===== src/hw/sst_pkg.sv =====
/*
  Package for the switch supervision timers: timing constants, register
  offsets and field positions shared by both ends.
  Assumes a 200 MHz system clock on both ends.
*/
package sst_pkg;

  // ------------------------------------------------------------
  // Clock
  // ------------------------------------------------------------
  localparam int unsigned CLK_HZ        = 200_000_000;
  localparam int unsigned CLK_PER_US    = CLK_HZ / 1_000_000;

  // ------------------------------------------------------------
  // Times in their own units
  // ------------------------------------------------------------
  localparam int unsigned WDTO_MS       = 310;
  localparam int unsigned IN_LOW_MS     = 250;
  localparam int unsigned RETRY_00_US   = 150_000;
  localparam int unsigned RETRY_01_US   = 75_000;
  localparam int unsigned RETRY_10_US   = 37_500;
  localparam int unsigned RETRY_11_US   = 17_700;
  localparam int unsigned PWM_DEF_HZ    = 400;
  localparam int unsigned CAL_MIN_NS    = 1_500;
  localparam int unsigned CAL_MAX_US    = 100;
  localparam int unsigned EXT_MAX_KHZ   = 730;
  localparam int unsigned EXT_MIN_KHZ   = 7;
  localparam int unsigned CAL_TOL_PCT   = 10;

  // ------------------------------------------------------------
  // Derived cycle counts
  // ------------------------------------------------------------
  localparam int unsigned WDTO_CYC      = WDTO_MS * (CLK_HZ / 1000);
  localparam int unsigned IN_LOW_CYC    = IN_LOW_MS * (CLK_HZ / 1000);
  localparam int unsigned RETRY_00_CYC  = RETRY_00_US * CLK_PER_US;
  localparam int unsigned RETRY_01_CYC  = RETRY_01_US * CLK_PER_US;
  localparam int unsigned RETRY_10_CYC  = RETRY_10_US * CLK_PER_US;
  localparam int unsigned RETRY_11_CYC  = RETRY_11_US * CLK_PER_US;
  localparam int unsigned PWM_DEF_CYC   = CLK_HZ / PWM_DEF_HZ;
  localparam int unsigned CAL_MIN_CYC   = (CAL_MIN_NS * CLK_PER_US + 999) / 1000;
  localparam int unsigned CAL_MAX_CYC   = CAL_MAX_US * CLK_PER_US;
  // Edge-to-edge period bounds of the external clock
  localparam int unsigned EXT_MIN_PER   = CLK_HZ / (EXT_MAX_KHZ * 1000);
  localparam int unsigned EXT_MAX_PER   = CLK_HZ / (EXT_MIN_KHZ * 1000);

  // ------------------------------------------------------------
  // Host-side registers (word offsets are byte addresses)
  // ------------------------------------------------------------
  localparam logic [3:0] REG_CTRL       = 4'h0;
  localparam logic [3:0] REG_STATUS     = 4'h4;
  localparam logic [3:0] REG_IRQ_STAT   = 4'h8;
  localparam logic [3:0] REG_IRQ_CLR    = 4'hC;
  localparam logic [3:0] REG_IRQ_EN     = 4'h0; // Upper window, full address in A_IRQ_EN
  localparam int unsigned ADDR_W        = 5;
  localparam logic [4:0] A_CTRL         = 5'h00;
  localparam logic [4:0] A_STATUS       = 5'h04;
  localparam logic [4:0] A_IRQ_STAT     = 5'h08;
  localparam logic [4:0] A_IRQ_CLR      = 5'h0C;
  localparam logic [4:0] A_IRQ_EN       = 5'h10;

  // CTRL fields
  localparam int unsigned C_FRAME       = 0;  // Write 1: send a serial frame
  localparam int unsigned C_WATCHDOG_DISABLE      = 1;
  localparam int unsigned C_RETRY_EN    = 2;
  localparam int unsigned C_RETRY_LO    = 3;  // Two bits
  localparam int unsigned C_CAL         = 5;  // Write 1: send calibration pulse
  localparam int unsigned C_IN_HOLD     = 6;  // Two bits, hold input low
  localparam int unsigned C_RST_PIN     = 8;
  localparam int unsigned C_EXT_EN      = 9;
  localparam logic [31:0] CTRL_RESET    = 32'h0000_0000;

  // STATUS / IRQ fields
  localparam int unsigned S_FAILSAFE    = 0;
  localparam int unsigned S_EXT_FAULT   = 1;
  localparam int unsigned S_OT_WARN     = 2;
  localparam int unsigned S_DELATCH     = 3;
  localparam int unsigned S_CAL_DONE    = 4;
  localparam int unsigned S_RETRY       = 5;
  localparam int unsigned NUM_EV        = 6;

endpackage


===== src/hw/sst_link_if.sv =====
/*
  Pins between the supervised device and its host.
  Assumes both ends run from their own 200 MHz clocks.
*/
`timescale 1ns/1ps
interface sst_link_if;
  logic       reset_pin_n;
  logic       chip_select_n;
  logic       frame_valid;
  logic [1:0] chan_in;
  logic       ext_clk;
  logic       fail_safe;
  logic       ext_fault;
  logic       ot_warn;

  modport dev (
    input  reset_pin_n, chip_select_n, frame_valid, chan_in, ext_clk,
    output fail_safe, ext_fault, ot_warn
  );
  modport host (
    output reset_pin_n, chip_select_n, frame_valid, chan_in, ext_clk,
    input  fail_safe, ext_fault, ot_warn
  );
endinterface


===== src/hw/sst_device.sv =====
/*
  Device end of the switch supervision timers: watchdog, auto-retry timer,
  input low-time detector, PWM oscillator with calibration, external clock
  monitor and thermal prewarning.
  Assumes pins arrive through sst_link_if and die temperature as a code.
*/
`timescale 1ns/1ps
module sst_device #(
  parameter int unsigned WDTO_CYC   = sst_pkg::WDTO_CYC,
  parameter int unsigned IN_LOW_CYC = sst_pkg::IN_LOW_CYC,
  parameter int unsigned PWM_CYC    = sst_pkg::PWM_DEF_CYC,
  parameter int unsigned RETRY_DIV  = 1,
  parameter logic [7:0]  OT_THRESH  = 8'h7D
) (
  input  wire logic       mclk,
  input  wire logic       reset,
  sst_link_if.dev         link,
  input  wire logic       watchdog_disable,
  input  wire logic       retry_en,
  input  wire logic [1:0] retry_period,
  input  wire logic [7:0] die_temp,
  input  wire logic       ext_clk_sel,
  input  wire logic [6:0] duty_pct,
  input  wire logic       fast_pwm,
  output logic            pwm_out,
  output logic            retry_pulse,
  output logic [1:0]      delatch,
  output logic            cal_ok,
  output logic            open_load_off_diag,
  output logic            open_load_on_diag,
  output logic            output_short_diag,
  output logic            protect_on
);
  // ------------------------------------------------------------
  // Pin synchronisers
  // ------------------------------------------------------------
  logic rst_s, rst_rise, frm_rise, cs_s, cs_rise, cs_fall, ec_rise;
  logic [1:0] in_s;

  sst_sync u_rst (.mclk(mclk), .reset(reset), .din(link.reset_pin_n),
                  .dout(rst_s), .rise(rst_rise), .fall());
  sst_sync u_frm (.mclk(mclk), .reset(reset), .din(link.frame_valid),
                  .dout(), .rise(frm_rise), .fall());
  sst_sync u_cs  (.mclk(mclk), .reset(reset), .din(link.chip_select_n),
                  .dout(cs_s), .rise(cs_rise), .fall(cs_fall));
  sst_sync u_ec  (.mclk(mclk), .reset(reset), .din(link.ext_clk),
                  .dout(), .rise(ec_rise), .fall());

  genvar g;
  generate
    for (g = 0; g < 2; g++) begin : g_in
      sst_sync u_in (.mclk(mclk), .reset(reset), .din(link.chan_in[g]),
                     .dout(in_s[g]), .rise(), .fall());
    end
  endgenerate

  // ------------------------------------------------------------
  // Watchdog
  // ------------------------------------------------------------
  logic [31:0] wd_q;
  logic        fs_q;

  always_ff @(posedge mclk or posedge reset) begin
    if (reset) begin
      wd_q <= 32'h0;
      fs_q <= 1'b0;
    end else if (!rst_s || rst_rise || watchdog_disable || frm_rise) begin
      // Timeout counts from the reset pin release, or last frame
      wd_q <= 32'h0;
      fs_q <= (rst_s && !rst_rise && !watchdog_disable) ? fs_q & ~frm_rise : 1'b0;
    end else if (wd_q >= WDTO_CYC - 1) begin
      fs_q <= 1'b1;
    end else begin
      wd_q <= wd_q + 32'h1;
    end
  end
  assign link.fail_safe = fs_q;

  // ------------------------------------------------------------
  // Auto-retry period
  // ------------------------------------------------------------
  function automatic logic [31:0] retry_cyc(input logic [1:0] sel);
    unique case (sel)
      2'b00: retry_cyc = 32'(sst_pkg::RETRY_00_CYC / RETRY_DIV);
      2'b01: retry_cyc = 32'(sst_pkg::RETRY_01_CYC / RETRY_DIV);
      2'b10: retry_cyc = 32'(sst_pkg::RETRY_10_CYC / RETRY_DIV);
      2'b11: retry_cyc = 32'(sst_pkg::RETRY_11_CYC / RETRY_DIV);
    endcase
  endfunction

  logic [31:0] rt_q;
  always_ff @(posedge mclk or posedge reset) begin
    if (reset) begin
      rt_q        <= 32'h0;
      retry_pulse <= 1'b0;
    end else if (!retry_en) begin
      rt_q        <= 32'h0;
      retry_pulse <= 1'b0;
    end else if (rt_q >= retry_cyc(retry_period) - 32'h1) begin
      rt_q        <= 32'h0;
      retry_pulse <= 1'b1;
    end else begin
      rt_q        <= rt_q + 32'h1;
      retry_pulse <= 1'b0;
    end
  end

  // ------------------------------------------------------------
  // Direct input low-time detect, one per channel
  // ------------------------------------------------------------
  // Host must hold the input low the full time; shorter lows are ignored
  generate
    for (g = 0; g < 2; g++) begin : g_low
      logic [31:0] lo_q;
      always_ff @(posedge mclk or posedge reset) begin
        if (reset) begin
          lo_q       <= 32'h0;
          delatch[g] <= 1'b0;
        end else if (in_s[g]) begin
          lo_q       <= 32'h0;
          delatch[g] <= 1'b0;
        end else if (lo_q == IN_LOW_CYC - 1) begin
          lo_q       <= lo_q + 32'h1;
          delatch[g] <= 1'b1;
        end else begin
          delatch[g] <= 1'b0;
          if (lo_q < IN_LOW_CYC) lo_q <= lo_q + 32'h1;
        end
      end
    end
  endgenerate

  // ------------------------------------------------------------
  // Calibration pulse on chip select
  // ------------------------------------------------------------
  logic [31:0] cs_q;
  logic [31:0] per_q;
  always_ff @(posedge mclk or posedge reset) begin
    if (reset) begin
      cs_q <= 32'h0;
    end else if (cs_fall) begin
      cs_q <= 32'h0;
    end else if (!cs_s && cs_q <= sst_pkg::CAL_MAX_CYC) begin
      cs_q <= cs_q + 32'h1;
    end
  end

  // Pulse width sets the PWM period: each low-time cycle adds PWM_CYC / CAL_MAX_CYC period cycles
  always_ff @(posedge mclk or posedge reset) begin
    if (reset) begin
      per_q  <= 32'(PWM_CYC);
      cal_ok <= 1'b0;
    end else if (cs_rise && cs_q >= sst_pkg::CAL_MIN_CYC
                 && cs_q <= sst_pkg::CAL_MAX_CYC) begin
      per_q  <= cs_q * 32'(PWM_CYC / sst_pkg::CAL_MAX_CYC);
      cal_ok <= 1'b1;
    end
  end

  // ------------------------------------------------------------
  // PWM generator, internal or external clock
  // ------------------------------------------------------------
  logic [31:0] pw_q;
  logic        tick;
  assign tick = ext_clk_sel ? ec_rise : 1'b1;
  always_ff @(posedge mclk or posedge reset) begin
    if (reset) begin
      pw_q    <= 32'h0;
      pwm_out <= 1'b0;
    end else if (tick) begin
      pw_q    <= (pw_q >= per_q - 32'h1) ? 32'h0 : pw_q + 32'h1;
      pwm_out <= (pw_q * 32'd100) < (per_q * {25'h0, duty_pct});
    end
  end

  // ------------------------------------------------------------
  // External clock monitor
  // ------------------------------------------------------------
  logic [31:0] ep_q;
  logic        ef_q;
  always_ff @(posedge mclk or posedge reset) begin
    if (reset) begin
      ep_q <= 32'h0;
      ef_q <= 1'b0;
    end else if (!ext_clk_sel) begin
      // Preset, so the first edge after selection is not a short period
      ep_q <= 32'(sst_pkg::EXT_MIN_PER);
      ef_q <= 1'b0;
    end else if (ec_rise) begin
      ep_q <= 32'h0;
      ef_q <= (ep_q < sst_pkg::EXT_MIN_PER);
    end else if (ep_q > sst_pkg::EXT_MAX_PER) begin
      ef_q <= 1'b1;
    end else begin
      ep_q <= ep_q + 32'h1;
    end
  end
  assign link.ext_fault = ef_q;

  // ------------------------------------------------------------
  // Thermal prewarning and diagnostic availability
  // ------------------------------------------------------------
  always_ff @(posedge mclk or posedge reset) begin
    if (reset) begin
      link.ot_warn       <= 1'b0;
      open_load_off_diag <= 1'b0;
      open_load_on_diag  <= 1'b0;
      output_short_diag  <= 1'b0;
    end else begin
      link.ot_warn       <= die_temp >= OT_THRESH;
      // Limits hold for 1 kHz high slew (fast_pwm); slower PWM keeps every diagnostic available
      open_load_off_diag <= !fast_pwm || duty_pct <= 7'd62;
      open_load_on_diag  <= !fast_pwm || duty_pct >= 7'd35;
      output_short_diag  <= !fast_pwm || duty_pct <= 7'd90;
    end
  end
  assign protect_on = 1'b1; // Protection never gated by duty
endmodule


===== src/hw/sst_sync.sv =====
/*
  Two-flop synchroniser with rising/falling edge detect on the second flop.
  Assumes an input from outside the clock domain.
*/
`timescale 1ns/1ps
module sst_sync (
  input  wire logic mclk,
  input  wire logic reset,
  input  wire logic din,
  output logic      dout,
  output logic      rise,
  output logic      fall
);
  logic s1_q, s2_q, s3_q;

  always_ff @(posedge mclk or posedge reset) begin
    if (reset) begin
      s1_q <= 1'b0;
      s2_q <= 1'b0;
      s3_q <= 1'b0;
    end else begin
      s1_q <= din;
      s2_q <= s1_q;
      s3_q <= s2_q;
    end
  end

  assign dout = s2_q;
  assign rise = s2_q & ~s3_q;
  assign fall = ~s2_q & s3_q;
endmodule


===== src/flat_wrapper.sv =====
// flat-port wrapper written by rule: the top's interface ports become plain ports
module sst_device_flat 
#(
  parameter int unsigned WDTO_CYC   = sst_pkg::WDTO_CYC,
  parameter int unsigned IN_LOW_CYC = sst_pkg::IN_LOW_CYC,
  parameter int unsigned PWM_CYC    = sst_pkg::PWM_DEF_CYC,
  parameter int unsigned RETRY_DIV  = 1,
  parameter logic [7:0]  OT_THRESH  = 8'h7D
)
  (mclk, reset, watchdog_disable, retry_en, retry_period, die_temp, ext_clk_sel, duty_pct, fast_pwm, pwm_out, retry_pulse, delatch, cal_ok, open_load_off_diag, open_load_on_diag, output_short_diag, protect_on, link_reset_pin_n, link_chip_select_n, link_frame_valid, link_chan_in, link_ext_clk, link_fail_safe, link_ext_fault, link_ot_warn);
  sst_link_if link_i ();
  input  wire logic mclk;
  input  wire logic reset;
  input  wire logic watchdog_disable;
  input  wire logic retry_en;
  input  wire logic [1:0] retry_period;
  input  wire logic [7:0] die_temp;
  input  wire logic ext_clk_sel;
  input  wire logic [6:0] duty_pct;
  input  wire logic fast_pwm;
  output logic pwm_out;
  output logic retry_pulse;
  output logic [1:0] delatch;
  output logic cal_ok;
  output logic open_load_off_diag;
  output logic open_load_on_diag;
  output logic output_short_diag;
  output logic protect_on;
  input wire logic [$bits(link_i.reset_pin_n)-1:0] link_reset_pin_n;
  input wire logic [$bits(link_i.chip_select_n)-1:0] link_chip_select_n;
  input wire logic [$bits(link_i.frame_valid)-1:0] link_frame_valid;
  input wire logic [$bits(link_i.chan_in)-1:0] link_chan_in;
  input wire logic [$bits(link_i.ext_clk)-1:0] link_ext_clk;
  output wire logic [$bits(link_i.fail_safe)-1:0] link_fail_safe;
  output wire logic [$bits(link_i.ext_fault)-1:0] link_ext_fault;
  output wire logic [$bits(link_i.ot_warn)-1:0] link_ot_warn;
  assign link_i.reset_pin_n = link_reset_pin_n;
  assign link_i.chip_select_n = link_chip_select_n;
  assign link_i.frame_valid = link_frame_valid;
  assign link_i.chan_in = link_chan_in;
  assign link_i.ext_clk = link_ext_clk;
  assign link_fail_safe = link_i.fail_safe;
  assign link_ext_fault = link_i.ext_fault;
  assign link_ot_warn = link_i.ot_warn;
  sst_device #(.WDTO_CYC(WDTO_CYC), .IN_LOW_CYC(IN_LOW_CYC), .PWM_CYC(PWM_CYC), .RETRY_DIV(RETRY_DIV), .OT_THRESH(OT_THRESH)) u_core (.mclk(mclk), .reset(reset), .link(link_i), .watchdog_disable(watchdog_disable), .retry_en(retry_en), .retry_period(retry_period), .die_temp(die_temp), .ext_clk_sel(ext_clk_sel), .duty_pct(duty_pct), .fast_pwm(fast_pwm), .pwm_out(pwm_out), .retry_pulse(retry_pulse), .delatch(delatch), .cal_ok(cal_ok), .open_load_off_diag(open_load_off_diag), .open_load_on_diag(open_load_on_diag), .output_short_diag(output_short_diag), .protect_on(protect_on));
endmodule

===== config.mk =====
export PLATFORM = sky130hd
export DESIGN_NAME = sst_device_flat
export DESIGN_NICKNAME = d
export VERILOG_FILES = /design/src/hw/sst_pkg.sv /design/src/hw/sst_link_if.sv /design/src/hw/sst_device.sv /design/src/hw/sst_sync.sv /design/src/flat_wrapper.sv
export SDC_FILE = /design/constraint.sdc
export NUM_CORES = 1
export LEC_CHECK = 0
export BUFFER_PORTS_ARGS = -buffer_cell sky130_fd_sc_hd__buf_2
export CORE_MARGIN = 2
export CORE_UTILIZATION = 30
export DETAILED_ROUTE_END_ITERATION = 6
export GPL_ROUTABILITY_DRIVEN = 1
export HOLD_SLACK_MARGIN = 0.12
export MAX_ROUTING_LAYER = met4
export PLACE_DENSITY = 0.48
export SYNTH_ARGS = -nofsm -noshare
export SYNTH_HDL_FRONTEND = slang
export SYNTH_SLANG_ARGS = --single-unit
export TNS_END_PERCENT = 5

===== constraint.sdc =====
create_clock -name mclk -period 10.3 [get_ports mclk]
set_input_delay 1.545 -clock mclk [delete_from_list [all_inputs] [get_ports mclk]]
set_output_delay 1.545 -clock mclk [all_outputs]
set_load 0.01 [all_outputs]

After elaboration in Yosys (flattened, before gate mapping) --
Cells that the tools add are included.
Word-level totals: word-level logic and storage cells 133, input port bits 29, register bits after elaboration 283, output and inout bits 12
Operators by class: muxes and demuxes 31, eq/ne operators 8, reduce and logical (&&, ||, !) cells 21, magnitude comparators 14, add/subtract/negate cells 9, bitwise logic cells 12, multipliers 3
Operators with widths (count):
- $mux W32 | 17
- $add A32 B1 Y32 const B | 7
- $pmux W32 S4 | 1
- $eq A32 B26 Y1 const B | 2
- $ge A32 B32 Y1 | 2
- $lt A32 B26 Y1 const B | 2
- $sub A32 B1 Y32 const B | 2
- $ge A32 B26 Y1 const B | 1
- $ge A32 B9 Y1 const B | 1
- $gt A32 B15 Y1 const B | 1
- $le A32 B15 Y1 const B | 1
- $lt A32 B32 Y1 | 1
- $lt A32 B9 Y1 const B | 1
- $mul A32 B5 Y30 const B | 1
- $mul A32 B5 Y32 const B | 1
- $mul A32 B7 Y32 | 1
- $mux W1 | 13
- $ge A8 B7 Y1 const B | 1
- $ge A7 B6 Y1 const B | 1
- $le A7 B6 Y1 const B | 1
- $le A7 B7 Y1 const B | 1
- $and A1 B1 Y1 | 6
- $logic_or A1 B1 Y1 | 6
- $not A1 Y1 | 6
- other kinds (10) | 21

Depth between registers and ports, before layout --
Gate-level depths: netlist of run 1.
word-level depth 7, depth in mapped cells 30, gate-level depth less buffers 29

Modules after synthesis --
Synthesis of run 1 repeated with hierarchy kept, for this count alone.
Unflattened totals: cells, all modules 2987, area total of the unflattened synthesis 27128.5 µm²
Modules (own cells, without submodules):
- sst_device | area an instance 26565.5 µm², times used 1, sequential area each 6690.2 µm², cells each 2951
- sst_sync | area an instance 93.8 µm², times used 6, sequential area each 75.1 µm², cells each 6

Least setup slack after synthesis of run 1 --
Ideal clock, no wire load.
path kind input port to flip-flop, start point input port duty_pct[6], end point register u_core.pwm_out, slack 3004 ps, library setup time 84 ps, cell stages on the path 27, path buffers 2, required time 10216 ps, arrival time 7212 ps, path through clkbuf_1 clkbuf_1 and2_1 fa_1 fa_1 fa_1 inv_1 fa_1 inv_1 ha_1 a21oi_1 o21ai_0 a21o_1 o21a_1 o21ai_0 nand2b_1 a2111o_1 o311ai_0 ha_1 a21o_1 a21o_1 a21oi_1 nor2b_1 o211ai_1 a21oi_1 a21oi_1 a21boi_0
On the way: longest elaborated chain between the ends 2
Ends and longest elaborated chain:
- start: declaration | line flat_wrapper.sv:19 | input wire logic [6:0] duty_pct;
- $mul A32 B7 Y32 | line sst_device.sv:172 | pwm_out <= (pw_q * 32'd100) < (per_q * {25'h0, duty_pct});
- $lt A32 B32 Y1 | line sst_device.sv:172
- end signal: assignment | line sst_device.sv:172
- end: declaration | line sst_device.sv:25 | output logic pwm_out,
No other way between the ends. A chain may end at the register's enable or synchronous reset.

Worst setup path in the final report of run 1 --
start point input port duty_pct[2], end point register u_core.pwm_out
Same word-level chain as after synthesis.

==> run metrics, run 1 <==
status finished clean; CP dominant cell by count fa_1; GRT overflow 0; initial antenna violation count 0; largest net degree at the start of global routing 94; post-synthesis compound-gate area fraction 0.0969; CP max FO 33; main combinational cell family by area after synthesis adder cells; Post-CTS Resized 0; hold_sp u_core.u_frm.s1_q; CP max stage cell fa_1; Setup crit start kind input pin; Tot Pwr 4.07 mW; Syn. warnings 0; Post-Synth Simple-Gate Area 0.188; ranking of synthesized cells by area dfrtp_1 26%, ha_1 15%, fa_1 14%, inv_1 6.4%, xnor2_1 4.8%; Clk pin slew, worst setup/hold paths 0.07 ns; register area share after synthesis 0.265; crit path time final 7.38 ns; DP HPWL 45900 um; share of cells above drive strength 1 0.0522; number of CTS-inserted buffers 37; total track usage 0.139; Synth cell types 76; top_reg_cell synth dfrtp_1; Max-slew headroom 0.351; DRC viols 0; Die Y 303 um; critical path buffer and inverter count 3; core area 88500 um2; Worst path max stage delay 0.54 ns; Post-Synth XOR/XNOR Area 0.0814; FFs w/ async S/R, synth 1.00; dpl cells 4143; Syn Std Cell Area 26800 um2; Crit. End Element flop; row cnt 109; H-Tree Depth 2; PD cells 138 nW/um2; hold crit path type flop to flop; Top delay family on crit path compound AO/OA/AOI/OAI gates; via count 19300; Synth Register Bits 283; leading area contributor after synthesis dfrtp_1; port bufs 39; Hold Violations, Final 0; initial drt markers 869; endpoints failing setup 0; max-cap viol count 0; vias per inst 4.58; critical path type input pin to flop; adder-cell share of the synthesized area 0.285; CP Cell Sequence buf_2, and2_1, fa_1, fa_1, fa_1, inv_1, fa_1, inv_1, ha_1, a21oi_1, o21ai_0, a21o_1, o21a_1, o221a_2, o21ai_0, a2111oi_0, a311oi_1, ha_1, a21o_1, a211oi_1, o21ai_0, a21oi_1, a21boi_0; area grow syn2layout 9.98%; mux share of post-synthesis cell area 0.00598; fin. max-slew vios 0; Post-CTS Hold Fix Bufs 0; Commonest cells post-synth 458 x inv_1, 319 x ha_1, 276 x dfrtp_1; Routed WL 60400 um; Syn Inst Count 3014; Ports 41; Fin Setup TNS 0 ns; die width 303 um; Slew @ Worst Pin 0.974 ns; vias in the first global route 19700; Setup Skew 0.0345 ns; Worst setup startpoint duty_pct[2]; clk_lat worst skew 0.58 ns; Post-DRT Antenna Nets 0; Layout Cells excl Fill 4213; WL/cell 14.3 um; Pre-antenna DRT Iters 5; starting density of the core 0.303; Max Clock Freq 0.136 GHz; Root Driver clkbuf_16; top cell type's share of synthesized area 0.258; RSZ-0062 raised after global routing false; CTS Sinks 283; worst path required time 10.78 ns; Worst R2R Start u_core.per_q[8]; first-pass GRT wire length 103000 um; final worst path period share 0.716; syn_area_per_cell 8.89 um2; Crit path arrival time 7.86 ns; postcts setup bufs 0; Peak VDD IR 0.140 mV; most common cell in the synthesized netlist inv_1; fin nets 3547; DIE AREA 91800 um2; CTS tree yes; EDFF count, synth 0; Placer Congestion 0.810; buffer depth of the longest clock path 3; P_leak 14.7 nW
==> area by class of cell <==
class                   count  area [um2]
fillers                  9183       59000
multi-input cells        2185       17700
flip-flops and latches    283        7090
inverters                 458        1730
well taps                1165        1460
clock buffers              46        1010
repair buffers             52         293
clock inverters            22         235
diodes                      2        5.00
==> kinds of logic after synthesis <==
group / Yosys count
XOR/XNOR: 249
AND/OR/NAND/NOR: 1007
other: 2
flip-flops: 283
AO/OA/AOI/OAI: 405
multiplexers: 15
adder cells (fa/ha/maj): 501
buffers and inverters: 552
==> worst register-to-register path: stages, from the launching register on <==
cell	delay, ns
dfstp_2	0.74
and2_1	0.20
fa_1	0.44
fa_1	0.52
fa_1	0.54
inv_1	0.05
fa_1	0.52
inv_1	0.04
ha_1	0.35
a21oi_1	0.31
o21ai_0	0.14
a21o_1	0.20
o21a_1	0.20
o221a_2	0.30
o21ai_0	0.33
a2111oi_0	0.17
a311oi_1	0.31
ha_1	0.30
a21o_1	0.16
a211oi_1	0.21
o21ai_0	0.14
a21oi_1	0.15
a21boi_0	0.18
==> layer usage <==
metal	vias up	routed length, um	track usage	share of wire
li1	9872	-	-	-
met1	9196	31700	0.199	0.53
met2	182	25800	0.210	0.43
met3	59	1800	0.0180	0.030
met4	0	1080	0.0293	0.018
met5	-	0	-	0
==> flip-flops by register name (all words and copies together) (netlist names), 2 cells and up <==
signal,cells
u_core.cs_q,32
u_core.delatch,2
u_core.ep_q,32
u_core.g_in.u_in.dout,2
u_core.g_in.u_in.s1_q,2
u_core.g_low.lo_q,64
u_core.per_q,32
u_core.pw_q,32
u_core.rt_q,32
u_core.wd_q,32
==> power breakdown <==
group          switching, mW  internal (mW)  total, mW
Sequential            0.0447           1.14       1.19
Combinational          0.899          0.673       1.57
Clock                  0.552          0.760       1.31
==> stage by stage <==
step	cell area (um2)	util	hold slack, ns	setup WS, ns
after floorplan	26800	-	0.331	0.959
after global placement	28200	0.319	0.333	2.38
after detailed placement	28200	0.319	0.336	2.33
after CTS	29500	0.333	0.349	2.92
after global routing	29500	0.333	0.350	2.39
final	29500	0.333	0.348	2.92
==> final timing paths <==
check	endpoint	slack (ns)	cells after the start
worst min register to register	u_core.u_frm.dout	0.35	0
max in group asynchronous	u_core.rt_q[14]	7.00	4
worst max-delay path	u_core.pwm_out	2.92	23
worst min-delay path	u_core.u_frm.dout	0.35	0
min in group asynchronous	u_core.link.ot_warn	1.06	2
worst max register to register	u_core.pwm_out	3.70	22
==> placed cells by master, fill, tap and decap left out, drive strengths merged, types with 10 or more instances in the layout <==
cell      n
o211ai   10
nor3     41
fa      182
a31oi    23
nand2b   18
clkbuf   46
a211oi   10
o21bai   10
and2    142
inv     460
buf      52
o22ai    12
nor2    249
dfrtp   276
or3      19
o21a     20
and3     40
a21oi   108
xor2    103
nand4    46
a21o     53
nand3    71
ha      319
clkinv   13
nor2b    26
nand2   268
nor4     38
and4     14
xnor2   146
o21ai    97
Power figures use the tool's default switching activity.
==> run 2: changes to the inputs <==
- ABC_AREA: default -> 1
- PLACE_DENSITY: 0.48 -> 0.49
- clock period: 10.3 -> 6.15 ns (I/O delays scaled with it)
==> run 2 against run 1 <==
  * Highest routed layer unchanged
  * Register-to-register slack got worse by 3.4 ns
  * Final area rose by 14%
  * Largest cell class unchanged
  * Largest power group is now clock
  * Worst hold slack got worse by 0.071 ns
  * Setup slack got worse by 2.7 ns
  * Power rose by 44%
  * Sequential share of layout area fell by 2.9 points
==> run metrics, run 2 <==
status finished clean; Antenna diodes 0 (-2); syn_area_per_cell 7.53 um2 (-15%); DR WL met3 2490 um (+39%); area grow syn2layout 13.5%; Max Clock Freq 0.170 GHz; RSZ-0062 raised after global routing false; buffer depth of the longest clock path 3 (unchanged); vias in the first global route 24700 (+25%); dpl ws -0.548 ns (-2.88 ns); crit path time final 5.89 ns; P_leak 17.4 nW (+18%); Routed WL 81300 um (+35%); CTS tree yes; met1 wire length 40400 um (+27%); setup slack, reg-to-reg 0.26 ns (-3.44 ns); Worst R2R Start u_core.per_q[8]; Commonest cells post-synth 810 x inv_1, 760 x nand2_1, 347 x nor2_1; Layout Cells excl Fill 5376 (+28%); commonest non-fill, non-tap cell in the layout inv_1; hold_ws 0.277 ns (-0.0712 ns); EDFF count, synth 0 (unchanged); first-pass GRT wire length 134000 um (+31%); dpl cells 5305 (+28%); Syn. warnings 0 (unchanged); register area share after synthesis 0.240 (-0.0245); Synth Register Bits 283 (unchanged); hold crit path type input pin to async pin; share of cells above drive strength 1 0.0868 (+0.0346); endpoints failing setup 0 (unchanged); fin. max-slew vios 0 (unchanged); fillers 10400 (+13%); ranking of synthesized cells by area dfrtp_1 23%, ha_1 14%, fa_1 12%, inv_1 10%, nand2_1 9.7%; register area 7100 um2 (about the same); Syn Inst Count 3923 (+30%); Die Y 318 um (+4.9%); Crit. End Element flop; multi-input combinational cell area 19000 um2 (+7.5%); R2R depth 23 (+4.5%); Clk pin slew, worst setup/hold paths 0.06 ns (about the same); vias per inst 4.61 (+0.55%); via count 24800 (+28%); core area 98000 um2 (+11%); DP HPWL 64700 um (+41%); fin worst setup slack 0.257 ns (-2.67 ns); top_reg_cell synth dfrtp_1; fin nets 4593 (+29%); Setup crit start kind flop; final worst path period share 0.958; critical path type flop to flop; CP max FO 8 (-76%); Fin Setup TNS 0 ns (unchanged); H-Tree Depth 2 (unchanged); Hold Violations, Final 0 (unchanged); largest register by flop count u_core.g_low.lo_q; DIE AREA 101000 um2 (+10%); leading area contributor after synthesis dfrtp_1; Post-CTS Hold Fix Bufs 0 (unchanged); Root Driver clkbuf_16; Post-DP Area 32100 um2 (+14%); port bufs 39 (unchanged); Pre-antenna DRT Iters 6 (+1); met2 routed WL 37100 um (+44%); initial antenna violation count 0 (unchanged); Post-DRT Antenna Nets 0 (unchanged); Crit path arrival time 6.37 ns (-1.49 ns); CTS Sinks 283 (unchanged); Placer Congestion 0.894 (+10%); post-route cell area 33500 um2 (+14%); most frequent cells in the layout 809 x inv_1, 760 x nand2_1, 345 x nor2_1, 319 x ha_1, 271 x dfrtp_1; number of CTS-inserted buffers 40 (+8.1%); Synth cell types 63 (-17%); row cnt 115 (+5.5%); PD cells 175 nW/um2 (+27%); DRC viols 0 (unchanged); worst path required time 6.63 ns (-4.15 ns); starting density of the core 0.301 (-0.00139); total track usage 0.168 (+0.0282); most common cell in the synthesized netlist inv_1; Max-slew headroom 0.323 (-0.0281); clk_lat worst skew 0.59 ns (about the same); max-cap viol count 0 (unchanged); RR Endpoint u_core.pwm_out; Ports 41 (unchanged); Tot Pwr 5.86 mW (+44%); post-route core utilization 0.342 (+0.00903); GRT overflow 0 (unchanged); Slew @ Worst Pin 1.01 ns (+0.0410 ns); Syn Std Cell Area 29500 um2 (+10%); largest net degree at the start of global routing 167 (+78%); WL/cell 15.1 um (+5.4%); Setup Skew 0.0119 ns (-0.0226 ns); die width 318 um (+4.9%); initial drt markers 1400 (+61%); Peak VDD IR 0.165 mV (+18%); top cell type's share of synthesized area 0.234 (-0.0239); FFs w/ async S/R, synth 1.00 (unchanged); max FFs per register 64 (unchanged); top layer reached by signal wires met4
==> run 2: cell count changes after synthesis, sizes merged, moves of 38 or more <==
cell   previous run  this run
nand2           268       766
inv             458       822
and2            142         0
nor2            249       370
nand3            71       167
xnor2           146        71
o21ai            97       160
a21oi           108       163
nand4            46        95
buf               4        49
xor2            103       148
a21o             53        12
and3             40         2
==> run 2: worst max-delay path by stage <==
stage                      from        endpoint  depth (start not counted)
2_1_floorplan       duty_pct[5]  u_core.pwm_out                         23
3_5_place_dp        duty_pct[3]  u_core.pwm_out                         24
6_report        u_core.per_q[8]  u_core.pwm_out                         23
5_1_grt        u_core.per_q[10]  u_core.pwm_out                         26
4_1_cts        u_core.per_q[14]  u_core.pwm_out                         25
3_3_place_gp        duty_pct[3]  u_core.pwm_out                         24
==> run 2: final cells by class <==
| class | count | area share |
|---|---|---|
| clock buffer | 61 | 0.0355 |
| clock inverter | 7 | 0.00306 |
| inverter | 824 | 0.0924 |
| multi-input combinational | 2718 | 0.566 |
| sequential | 283 | 0.212 |
| tap | 1287 | 0.0480 |
| timing repair buffer | 196 | 0.0429 |
==> run 2: critical path, cell delays in order (launching register included) <==
cell and delay [ns]:
dfstp_2 0.69, nand2_1 0.09, inv_1 0.08, fa_1 0.46
fa_1 0.52, fa_1 0.54, inv_1 0.05, fa_1 0.53
inv_1 0.04, ha_1 0.35, nand2_1 0.11, nor4_1 0.47
buf_4 0.19, nand3_1 0.08, nand3_1 0.15, a21oi_2 0.09
xor2_1 0.15, ha_1 0.30, nand2_1 0.07, inv_1 0.05
nand4_1 0.14, or4_1 0.42, o21ai_1 0.15, nand2_1 0.06
==> run 2: power breakdown <==
group / switching, mW / leakage [nW] / internal [mW] / total (mW)
combinational: 0.937 / 13.0 / 0.613 / 1.55
clock: 0.931 / 0.631 / 1.38 / 2.31
sequential: 0.0891 / 3.80 / 1.91 / 2.00
total: 1.96 / 17.4 / 3.90 / 5.86
==> run 2: kinds of logic after synthesis <==
| logic type | count (synthesis) | synth area share |
|---|---|---|
| buf+inv | 928 | 0.120 |
| fa+ha+maj | 501 | 0.258 |
| simple gates | 1539 | 0.228 |
| flops | 283 | 0.240 |
| other cells | 2 | 0.000254 |
| xor+xnor | 219 | 0.0649 |
| compound gates | 451 | 0.0880 |
==> run 2: timing repair <==
| item | 4_1_cts | 5_1_grt |
|---|---|---|
| endpoints found under the setup margin | 0 | 1 |
| buffers inserted | 0 | 3 |
| gates resized for setup | 0 | 24 |
==> run 2: routing by layer <==
metal  GRT usage  vias to the layer above
met5           -                        -
met4      0.0313                        0
met3      0.0191                       78
met2       0.269                      293
met1       0.229                    11800
li1            -                    12600
==> run 3: changes to the inputs <==
- CTS_CLUSTER_DIAMETER: default -> 80
- clock period: 6.15 -> 5.2 ns (I/O delays scaled with it)
==> run 3 against run 2 <==
  * The run now ends with setup timing left
  * Sequential cell count unchanged
  * Worst hold slack about the same
  * Non-clock buffer count rose by 52
  * Core utilization grew 0.81 points
  * Global-route usage grew 0.17 points
  * First-iteration DRC count is 17% lower
  * Power up 23%
  * Final cell count is 1.2% higher
  * Combinational power up 21%
  * Clock skew up 0.013 ns
  * Maximum frequency grew 4.3%
  * Critical path depth is 4 higher
  * Critical endpoint unchanged
  * Largest power group unchanged
==> run metrics, run 3 (synthesized netlist as in run 2, its figures left out) <==
status finished, violations left; failing checks setup timing; critical path type flop to flop; Hold Violations, Final 0 (unchanged); clk_lat worst skew 0.61 ns (+0.02 ns); largest net degree at the start of global routing 153 (-8.4%); Flop pwr share 0.327 (-0.014); share of cells above drive strength 1 0.109 (+0.0225); Fin Setup TNS -0.449 ns (-0.449 ns); final worst path period share 1.09 (+0.128); CP max stage cell dfstp_2; Crit path arrival time 6.19 ns (-0.18 ns); max-cap viol count 0 (unchanged); Top delay family on crit path adder cells; area grow syn2layout 16.2%; Clk pin slew, worst setup/hold paths 0.05 ns (about the same); DP HPWL 65200 um (+0.75%); first-pass GRT wire length 135000 um (+1.0%); Max-slew headroom 0.336 (+0.0134); vias per inst 4.58 (-0.52%); Setup crit start kind flop; Peak VDD IR 0.214 mV (+30%); Net Sw Frac 0.335 (+0.000998); Internal 4.79 mW (+23%); GR Util met2 0.270 (+0.00156); Slew @ Worst Pin 0.995 ns (-0.0200 ns); CTS tree yes; clock share of power 0.413 (+0.019); initial drt markers 1156 (-17%); met3 Use GR 0.0204 (+0.00134); starting density of the core 0.301 (unchanged); Max Clock Freq 0.177 GHz (+4.3%); CP max FO 7 (-1); endpoints failing setup 1 (+1); Worst path max stage delay 0.68 ns (about the same); CP dominant cell by count nand2_1; Gate power share 0.260 (-0.005); total track usage 0.169 (+0.00175); core area 98000 um2 (unchanged); max FFs per register 64 (unchanged); most frequent cells in the layout 806 x inv_1, 753 x nand2_1, 344 x nor2_1, 306 x ha_1, 270 x dfrtp_1; DRC viols 0 (unchanged); Crit. End Element flop; via count 24900 (+0.65%); Setup Skew 0.0251 ns (+0.0132 ns); Die Y 318 um (unchanged); row cnt 115 (unchanged); CTS Sinks 283 (unchanged); Pre-antenna DRT Iters 5 (-1); buffer depth of the longest clock path 3 (unchanged); commonest non-fill, non-tap cell in the layout inv_1; hold_ws 0.277 ns (+0.000261 ns); die width 318 um (unchanged); hold crit path type input pin to flop; worst path required time 5.74 ns (-0.89 ns); largest register by flop count u_core.g_low.lo_q; RSZ-0062 raised after global routing true; Routed WL 81500 um (+0.29%); number of CTS-inserted buffers 43 (+7.5%); WL/cell 15.0 um (-0.87%); fin. max-slew vios 0 (unchanged); PD cells 210 nW/um2 (+20%); P_leak 17.7 nW (+2.0%); grt peak-use layer met2; crit path time final 5.65 ns (-0.244 ns); M1 GR Usage 0.226 (-0.00346); switching power 2.41 mW (+23%); Ports 41 (unchanged); DIE AREA 101000 um2 (unchanged); Placer Congestion 0.902 (+0.89%); Root Driver clkbuf_16; port bufs 39 (unchanged); Post-DRT Antenna Nets 0 (unchanged); initial antenna violation count 0 (unchanged); H-Tree Depth 2 (unchanged); Tot Pwr 7.20 mW (+23%); critical path buffer and inverter count 5 (unchanged); vias in the first global route 25300 (+2.2%); fin worst setup slack -0.449 ns (-0.706 ns); GRT overflow 0 (unchanged); Antenna diodes 0 (unchanged); fin nets 4648 (+1.2%)
==> run 3: through the flow <==
step           setup slack, ns  instance area (um2)  utilization  std cells
2_1_floorplan           -0.854                29600            -       3929
3_3_place_gp             -1.35                32500        0.332       5354
3_5_place_dp             -1.35                32500        0.332       5354
4_1_cts                 -0.450                34200        0.349       5438
5_1_grt                 -0.725                34300        0.350       5439
6_report                -0.449                34300        0.350       5439
==> run 3: what timing repair did <==
action                                 CTS  global route
gates resized for setup                 55            18
pin swaps                               15             6
endpoints found under the hold margin    0             0
setup endpoints to repair                1             1
buffers inserted                         5             1
hold buffers                             0             0
==> run 3: layout make-up <==
cell class | instances | area [um2]
clock buffers | 57 | 1190
clock inverters | 22 | 267
fillers | 10400 | 63700
inverters | 824 | 3100
multi-input cells | 2718 | 19200
flip-flops and latches | 283 | 7100
well taps | 1287 | 1610
repair buffers | 248 | 1850
==> run 3: worst reg2reg max path, cell delays in order, from the launching register on <==
cell and delay (ns):
dfstp_2 0.68, buf_6 0.15, nand2_1 0.04, inv_1 0.07
fa_1 0.43, fa_2 0.48, fa_1 0.54, inv_1 0.05
fa_1 0.52, inv_1 0.06, ha_4 0.27, a21oi_2 0.18
nor2_1 0.06, nor2_1 0.17, o21ai_0 0.14, a31oi_1 0.27
buf_4 0.17, xor2_1 0.25, ha_1 0.30, a21oi_1 0.21
o21ai_0 0.10, nand3_1 0.07, nand2_1 0.06, nand2_1 0.06
a21oi_1 0.06, nor2_1 0.08, o21ai_1 0.07, nand2_1 0.06
==> run 3: final timing paths <==
kind                                  start                        to  slack (ns)  cells after the start
setup / recovery           u_core.per_q[13]            u_core.pwm_out       -0.45                     27
hold / removal             link_frame_valid         u_core.u_frm.s1_q        0.28                      1
setup reg to reg           u_core.per_q[13]            u_core.pwm_out       -0.45                     27
hold reg to reg            u_core.u_cs.s1_q          u_core.u_cs.dout        0.35                      0
max in group asynchronous             reset           u_core.pw_q[10]        4.07                      3
min in group asynchronous             reset  u_core.g_in[1].u_in.s1_q        0.39                      3
==> run 3: per-layer routing <==
metal,share of wire,vias to the layer above
met1,0.49,11700
li1,-,12700
met5,0,-
met4,0.029,0
met3,0.033,114
met2,0.45,344
==> run 3: power groups by stage <==
stage               Clock [mW]  Combinational (mW)  Sequential [mW]
floorplan                    0                1.39             2.35
global placement             0                1.89             2.39
detailed placement           0                1.91             2.39
CTS                       3.10                1.92             2.35
global route              3.19                2.23             2.36
finish                    2.98                1.87             2.35
